[src/sdil_pkg.sv]
// Shared constants and types for the serial converter input latch
package sdil_pkg;

   // Frame layout
   localparam int          SDIL_WORD_W   = 16;
   localparam int          SDIL_CNT_W    = 5;
   localparam logic [4:0]  SDIL_LAST_BIT = 5'h10;
   localparam logic [4:0]  SDIL_CNT_ZERO = 5'h00;
   localparam logic [4:0]  SDIL_CNT_ONE  = 5'h01;
   localparam logic [15:0] SDIL_MIDCODE  = 16'h0000;

   // Clock rate and link timing
   localparam int SDIL_CLK_MHZ      = 100;
   localparam int SDIL_LEAD_NS      = 20;
   localparam int SDIL_IDLE_NS      = 20;
   localparam int SDIL_WAIT_NS      = 100;
   localparam int SDIL_POWERUP_US   = 100;
   localparam int SDIL_HALF_NS      = 40;
   localparam int SDIL_LEAD_CYC     = (SDIL_LEAD_NS * SDIL_CLK_MHZ + 999) / 1000;
   localparam int SDIL_IDLE_CYC     = (SDIL_IDLE_NS * SDIL_CLK_MHZ + 999) / 1000;
   localparam int SDIL_WAIT_CYC     = (SDIL_WAIT_NS * SDIL_CLK_MHZ + 999) / 1000;
   localparam int SDIL_HALF_CYC     = (SDIL_HALF_NS * SDIL_CLK_MHZ + 999) / 1000;
   localparam int SDIL_POWERUP_CYC  = SDIL_POWERUP_US * SDIL_CLK_MHZ;
   localparam int SDIL_TMR_W        = 16;

   // Controller states
   typedef enum logic [4:0] {
      SDIL_ST_POWERUP = 5'h01,
      SDIL_ST_IDLE    = 5'h02,
      SDIL_ST_LEAD    = 5'h04,
      SDIL_ST_SHIFT   = 5'h08,
      SDIL_ST_GAP     = 5'h10
   } sdil_state_t;

endpackage

[src/sdil_link_if.sv]
// Three-wire serial link between controller and converter front end
`timescale 1ns/1ps
interface sdil_link_if;
   logic select_n;
   logic bit_clk;
   logic serial_in_pin;

   modport controller (output select_n, output bit_clk, output serial_in_pin);
   modport converter  (input select_n, input bit_clk, input serial_in_pin);
endinterface // sdil_link_if

[src/sdil_sync.sv]
// Two flip-flop level synchroniser
`timescale 1ns/1ps
module sdil_sync (
   // Clock and reset
   input  wire logic ref_clk,
   input  wire logic rst,
   // Level in and out
   input  wire logic din,
   output logic      dout
);
   logic meta;
   logic next_meta;
   logic next_dout;

   // Next values
   always_comb begin
      next_meta = din;
      next_dout = meta;
   end

   // Registers
   always_ff @(posedge ref_clk or posedge rst) begin
      if (rst) begin
         meta <= 1'b0;
         dout <= 1'b0;
      end else begin
         meta <= next_meta;
         dout <= next_dout;
      end
   end
endmodule // sdil_sync

[src/sdil_converter.sv]
// Converter end: serial shift register and output latch
// How it works
// - Data input ignored while select high
// - Bit clock edges ignored while select high
// - Select active low; data accepted only low
// - Clear low at 16th clock loads midcode
// - Clear high at 16th clock loads shifted word
// - Sixteen-bit two's complement word, MSB first
// - Controller waits 20 ns before first clock
// - Controller keeps select high 20 ns between
// - Controller waits 100 ns after 16th fall
// - Controller waits 100 us after power up
// - Rising clock shifts data in, MSB first
// - Clocks after update ignored until select falls
// - Select high before update discards partial word
// - Clear never disturbs shifting; midcode held
`timescale 1ns/1ps
module sdil_converter (
   // Clock and reset
   input  wire logic                          ref_clk,
   input  wire logic                          rst,
   // Serial link
   sdil_link_if.converter                     link,
   // Clear input, active low
   input  wire logic                          zero_out_n,
   // Converter latch
   output logic      [sdil_pkg::SDIL_WORD_W-1:0] dac_code,
   output logic                               dac_update
);
   import sdil_pkg::*;

   // Limits of this front end:
   // - every link pin passes two flip-flops, so a link half period
   //   must last three ref_clk cycles or more
   // - clock, data and select share one synchroniser depth, so their
   //   order on the pins is kept inside
   // - the latch moves two to three cycles after the 16th clock fall

   // Synchronised pin levels
   logic                   sel_n_s;
   logic                   clk_s;
   logic                   din_s;
   logic                   clr_n_s;
   // Edge history of the synchronised pins
   logic                   clk_d;
   logic                   sel_d;
   logic                   next_clk_d;
   logic                   next_sel_d;
   // Shift register, bit count and clear sample
   logic [SDIL_WORD_W-1:0] shreg;
   logic [SDIL_CNT_W-1:0]  cnt;
   logic                   clr_seen;
   logic [SDIL_WORD_W-1:0] next_shreg;
   logic [SDIL_CNT_W-1:0]  next_cnt;
   logic                   next_clr_seen;
   // Latch next values
   logic [SDIL_WORD_W-1:0] next_dac_code;
   logic                   next_dac_update;
   // Decoded events of this cycle
   logic                   rise;
   logic                   fall;
   logic                   sel_fall;
   logic                   take_bit;
   logic                   last_bit;
   logic                   load_latch;
   logic                   clear_now;

   // ----------------------------------------
   // Pin synchronisers
   // ----------------------------------------
   // Select line
   sdil_sync u_sync_sel (
      .ref_clk (ref_clk),
      .rst     (rst),
      .din     (link.select_n),
      .dout    (sel_n_s)
   );

   // Bit clock
   sdil_sync u_sync_clk (
      .ref_clk (ref_clk),
      .rst     (rst),
      .din     (link.bit_clk),
      .dout    (clk_s)
   );

   // Serial data
   sdil_sync u_sync_din (
      .ref_clk (ref_clk),
      .rst     (rst),
      .din     (link.serial_in_pin),
      .dout    (din_s)
   );

   // Clear input
   sdil_sync u_sync_clr (
      .ref_clk (ref_clk),
      .rst     (rst),
      .din     (zero_out_n),
      .dout    (clr_n_s)
   );

   // ----------------------------------------
   // Frame events
   // ----------------------------------------
   // Edges and the actions they trigger this cycle.
   // Rise and fall never meet in one cycle, so a bit and a
   // latch load are mutually exclusive.
   always_comb begin
      rise       = clk_s & ~clk_d;
      fall       = ~clk_s & clk_d;
      sel_fall   = ~sel_n_s & sel_d;
      take_bit   = ~sel_n_s & ~sel_fall & rise & (cnt < SDIL_LAST_BIT);
      last_bit   = take_bit & (cnt == SDIL_LAST_BIT - SDIL_CNT_ONE);
      load_latch = ~sel_n_s & ~sel_fall & fall & (cnt == SDIL_LAST_BIT);
      clear_now  = clr_seen | ~clr_n_s;
   end

   // ----------------------------------------
   // Edge history
   // ----------------------------------------
   // Previous synchronised levels
   always_comb begin
      next_clk_d = clk_s;
      next_sel_d = sel_n_s;
   end

   // Reset levels match the synchronisers, so no false edge after reset
   always_ff @(posedge ref_clk or posedge rst) begin
      if (rst) begin
         clk_d <= 1'b0;
         sel_d <= 1'b0;
      end else begin
         clk_d <= next_clk_d;
         sel_d <= next_sel_d;
      end
   end

   // ----------------------------------------
   // Shift register and bit count
   // ----------------------------------------
   // Count runs 0 to 16 while bits arrive, then parks at 17 so that
   // extra clocks do nothing until select rises and falls again.
   // A partial word stays in the register but never reaches the latch.
   always_comb begin
      next_shreg    = shreg;
      next_cnt      = cnt;
      next_clr_seen = clr_seen;
      if (sel_n_s || sel_fall) begin
         next_cnt = SDIL_CNT_ZERO;
      end else if (take_bit) begin
         next_shreg = {shreg[SDIL_WORD_W-2:0], din_s};
         next_cnt   = cnt + SDIL_CNT_ONE;
         if (last_bit) begin
            next_clr_seen = ~clr_n_s;
         end
      end else if (load_latch) begin
         next_cnt = SDIL_LAST_BIT + SDIL_CNT_ONE;
      end
   end

   // Shift state registers
   always_ff @(posedge ref_clk or posedge rst) begin
      if (rst) begin
         shreg    <= SDIL_MIDCODE;
         cnt      <= SDIL_CNT_ZERO;
         clr_seen <= 1'b0;
      end else begin
         shreg    <= next_shreg;
         cnt      <= next_cnt;
         clr_seen <= next_clr_seen;
      end
   end

   // ----------------------------------------
   // Converter latch
   // ----------------------------------------
   // Clear low at the 16th rise or fall wins over the shifted word
   always_comb begin
      next_dac_code   = dac_code;
      next_dac_update = 1'b0;
      if (load_latch) begin
         next_dac_update = 1'b1;
         if (clear_now) begin
            next_dac_code = SDIL_MIDCODE;
         end else begin
            next_dac_code = shreg;
         end
      end
   end

   // Latch registers, outputs straight from here
   always_ff @(posedge ref_clk or posedge rst) begin
      if (rst) begin
         dac_code   <= SDIL_MIDCODE;
         dac_update <= 1'b0;
      end else begin
         dac_code   <= next_dac_code;
         dac_update <= next_dac_update;
      end
   end
endmodule // sdil_converter

[src/flat_wrapper.sv]
// flat-port wrapper written by rule: the top's interface ports become plain ports
module sdil_converter_flat import sdil_pkg::*;
  (ref_clk, rst, zero_out_n, dac_code, dac_update, link_select_n, link_bit_clk, link_serial_in_pin);
  sdil_link_if link_i ();
  input  wire logic ref_clk;
  input  wire logic rst;
  input  wire logic zero_out_n;
  output logic      [sdil_pkg::SDIL_WORD_W-1:0] dac_code;
  output logic dac_update;
  input wire logic [$bits(link_i.select_n)-1:0] link_select_n;
  input wire logic [$bits(link_i.bit_clk)-1:0] link_bit_clk;
  input wire logic [$bits(link_i.serial_in_pin)-1:0] link_serial_in_pin;
  assign link_i.select_n = link_select_n;
  assign link_i.bit_clk = link_bit_clk;
  assign link_i.serial_in_pin = link_serial_in_pin;
  sdil_converter u_core (.ref_clk(ref_clk), .rst(rst), .link(link_i), .zero_out_n(zero_out_n), .dac_code(dac_code), .dac_update(dac_update));
endmodule
[config.mk]
export PLATFORM = sky130hd
export DESIGN_NAME = sdil_converter_flat
export DESIGN_NICKNAME = d
export VERILOG_FILES = /design/src/sdil_pkg.sv /design/src/sdil_link_if.sv /design/src/sdil_sync.sv /design/src/sdil_converter.sv /design/src/flat_wrapper.sv
export SDC_FILE = /design/constraint.sdc
export NUM_CORES = 1
export LEC_CHECK = 0
export ABC_AREA = 1
export BUFFER_PORTS_ARGS = -buffer_cell sky130_fd_sc_hd__buf_2
export CORE_MARGIN = 1
export CORE_UTILIZATION = 56
export CTS_CLUSTER_SIZE = 28
export DETAILED_ROUTE_END_ITERATION = 8
export PLACE_DENSITY = 0.83
export SYNTH_ARGS = -nofsm -noshare
export SYNTH_HDL_FRONTEND = slang
export SYNTH_SLANG_ARGS = --single-unit
[constraint.sdc]
create_clock -name ref_clk -period 1.7 [get_ports ref_clk]
set_input_delay 0 -clock ref_clk [delete_from_list [all_inputs] [get_ports ref_clk]]
set_output_delay 0 -clock ref_clk [all_outputs]
set_load 0.02 [all_outputs]
==> impl_metrics.env <==
export IMPL_outcome="completed"
export IMPL_start_util=0.5891
export IMPL_internal_power_mw=1.424
export IMPL_tightest_slew_ps=477.5
export IMPL_p_clk_frac=0.264
export IMPL_syn_to_final_growth_pct=13.56
export IMPL_cp_max_fo=5
export IMPL_ys_types=21
export IMPL_track_usage=0.2090
export IMPL_cp_startpoint="u_core.cnt[0]"
export IMPL_syn_num_nets=215
export IMPL_antenna_found_initial=0
export IMPL_finalCriticalPeriod_ps=1453
export IMPL_die_w_um=61.25
export IMPL_yosys_warnings=0
export IMPL_timing_reg2reg_setup_slack_ps=250
export IMPL_setup_viol=0
export IMPL_drtIter0Drc=63
export IMPL_clk_latency_ps=360
export IMPL_cp_data_arrival_time_ps=1760
export IMPL_r2r_start="u_core.cnt[0]"
export IMPL_max_slew_margin=0.6812
export IMPL_yosysSeqAreaShare=0.6238
export IMPL_ioPinCount=23
export IMPL_critPathBufInv=0
export IMPL_use_met2=0.3556
export IMPL_drt_wl_total_mm=3.403
export IMPL_viasPerCell=5.039
export IMPL_cts_root_buf="clkbuf_4"
export IMPL_clock_sinks=49
export IMPL_synthCells=206
export IMPL_drv_cap=0
export IMPL_syn_cell_area_sq_mm=0.001966
export IMPL_synth_compound_area_share=0.07129
export IMPL_worstSetupPathType="register to register"
export IMPL_wl_per_cell_um=12.02
export IMPL_synthMuxAreaShare=0
export IMPL_synth_xor_area_frac=0
export IMPL_synth_top_family_by_area="simple AND/OR/NAND/NOR gates"
export IMPL_critPathLaunchType="register"
export IMPL_cts_tree="built"
export IMPL_drc=0
export IMPL_min_path_type="input pin to asynchronous set/reset pin"
export IMPL_cts_resized_gates=0
export IMPL_grt_max_degree=40
export IMPL_comb_power_share=0.075
export IMPL_core_area_sq_mm=0.003337
export IMPL_synthSimpleGateAreaFrac=0.2279
export IMPL_grt_util_met3=0.05672
export IMPL_synth_edf_count=0
export IMPL_hold_viol=0
export IMPL_rows=21
export IMPL_cp_cell_sequence="ha_1 > nand2_1 > nor2_1 > ha_1 > a31oi_1 > nand2_1 > nand2_1"
export IMPL_place_congestion=0.7777
export IMPL_use_met1=0.2399
export IMPL_p_switching_mw=0.4666
export IMPL_ant_nets=0
export IMPL_drive_above_1_share=0.1983
export IMPL_portBuffers=22
export IMPL_leakagePower_nw=1.153
export IMPL_synth_ff_type="dfrtp_1"
export IMPL_crit_end="u_core.cnt[4]"
export IMPL_clk_pin_slew_worst_paths_ps=130
export IMPL_post_cts_buffers=0
export IMPL_cp_end_kind="register"
export IMPL_critical_path_slowest_cell="dfrtp_1"
export IMPL_report_final_slew_viol_count=0
export IMPL_critPathMaxStageDelay_ps=450
export IMPL_critPathTopFamily="adder cells"
export IMPL_dp_hpwl_mm=2.349
export IMPL_cts_buffers=5
export IMPL_fin_area_sq_mm=0.002232
export IMPL_gr_total_overflow=0
export IMPL_rr_worst_depth=7
export IMPL_dpl_cell_area_sq_mm=0.002131
export IMPL_dieArea_sq_mm=0.003751
export IMPL_syn_area_per_cell_sq_um=9.542
export IMPL_grt_pass1_wl_mm=5.464
export IMPL_synthArstFlopShare=1.000
export IMPL_power_density_mw_per_mm2=846.8
export IMPL_vias=1426
export IMPL_finalClockSkew_ps=7.252
export IMPL_crit_cells=7
export IMPL_fin_nets=245
export IMPL_clk_path_buf_depth=2
export IMPL_netSwitchingFraction=0.2469
export IMPL_min_period_over_period=0.8549
export IMPL_hold_buffers=5
export IMPL_h_tree_depth=2
export IMPL_ys_ff_latch=49
export IMPL_fin_tns_setup_ps=0
export IMPL_rsz0062_at_grt="false"
export IMPL_synth_adder_area_share=0.01910
export IMPL_crit_top_cell="nand2_1"
export IMPL_insertedDiodeCount=0
export IMPL_power_frac_seq=0.661
export IMPL_max_freq_mhz=688.0
export IMPL_crit_required_ps=2010
export IMPL_die_h_um=61.25
export IMPL_grt_pass1_vias=1297
export IMPL_busiest_layer="met2"
export IMPL_r2r_end="u_core.cnt[4]"
export IMPL_drt_pass1_iterations=4
export IMPL_peakVddDrop_mv=0.5770
-- final cells by class --
type / instances / area [sq um]
Sequential cell: 49 / 1226
Tap cell: 46 / 57.56
Clock inverter: 2 / 10.01
Multi-Input combinational cell: 135 / 625.6
Clock buffer: 6 / 41.29
Fill cell: 283 / 1105
Timing Repair Buffer: 32 / 222.7
Inverter: 13 / 48.80
-- cells in the mapped netlist, types with 2 or more instances --
master,number,area share
dfrtp_1,49,0.62
buf_2,6,0.015
inv_2,2,0.0038
nand4_1,4,0.013
nor2_1,7,0.013
nand3_1,5,0.013
nand2_2,2,0.0064
ha_1,3,0.019
nor2_4,2,0.011
nand2_1,86,0.16
o21ai_2,4,0.018
o21ai_0,17,0.043
inv_1,11,0.021
-- stage by stage --
step	setup WS, ps	hold WS (ps)	utilization	total power, mW	instances
global route	158.0	210.2	0.6689	1.980	283
global placement	351.5	39.80	0.6385	1.396	270
finish	246.6	185.5	0.6689	1.890	283
CTS	265.2	171.6	0.6689	1.914	283
detailed placement	296.2	40.12	0.6385	1.406	270
floorplan	392.5	31.43	-	1.357	206
-- how the worst min path moves through the flow --
stage                 start  cells after the start                      to  slack (ps)
2_1_floorplan  link_bit_clk                      0  u_core.u_sync_clk.meta          30
3_3_place_gp            rst                      2            u_core.sel_d          40
3_5_place_dp            rst                      2            u_core.sel_d          40
4_1_cts                 rst                      3            u_core.sel_d         170
5_1_grt                 rst                      3      u_core.dac_code[0]         210
6_report                rst                      3            u_core.sel_d         190
-- cell families after synthesis --
group                    Yosys count
AO/OA/AOI/OAI                     24
adder cells (fa/ha/maj)            3
flip-flops                        49
AND/OR/NAND/NOR                  108
buffers and inverters             22
-- worst min-delay path: cells and delay by family --
family	cells	cell delay (ps)
buffers and inverters	3	1000
-- state kept, by name, summed over array words and instances (netlist names) --
signal / cells
u_core.u_sync_sel.meta: 1
u_core.clr_seen: 1
u_core.u_sync_clk.dout: 1
u_core.u_sync_din.meta: 1
u_core.u_sync_clk.meta: 1
u_core.dac_update: 1
u_core.sel_d: 1
u_core.u_sync_sel.dout: 1
u_core.u_sync_clr.meta: 1
u_core.cnt: 5
u_core.clk_d: 1
u_core.u_sync_din.dout: 1
u_core.dac_code: 16
u_core.shreg: 16
u_core.u_sync_clr.dout: 1
-- power by group through the flow --
stage	clock network [mW]	registers (mW)	logic (mW)
floorplan	0	1.27	0.0874
global placement	0	1.27	0.130
detailed placement	0	1.27	0.135
CTS	0.521	1.25	0.145
global route	0.559	1.26	0.163
finish	0.499	1.25	0.142
-- per-layer routing --
| metal | part of all wire | wire, um |
|---|---|---|
| met4 | 0.025 | 85 |
| met5 | 0 | 0 |
| met1 | 0.44 | 1513 |
| met2 | 0.48 | 1650 |
| met3 | 0.045 | 154 |
-- cells in the final DEF (no fill, tap or decap), drive strengths merged --
cell         netlist  final
nor2              10     10
dfrtp             49     49
a31oi              1      1
clkinv             0      2
nand2             88     88
clkbuf             1      6
inv               13     13
a21oi              1      1
nand3              5      5
ha                 3      3
nand3b             1      1
buf                8     27
nand4              4      4
dlygate4sd3        0      5
o21ai             22     22
(Power assumes the default switching activity.)
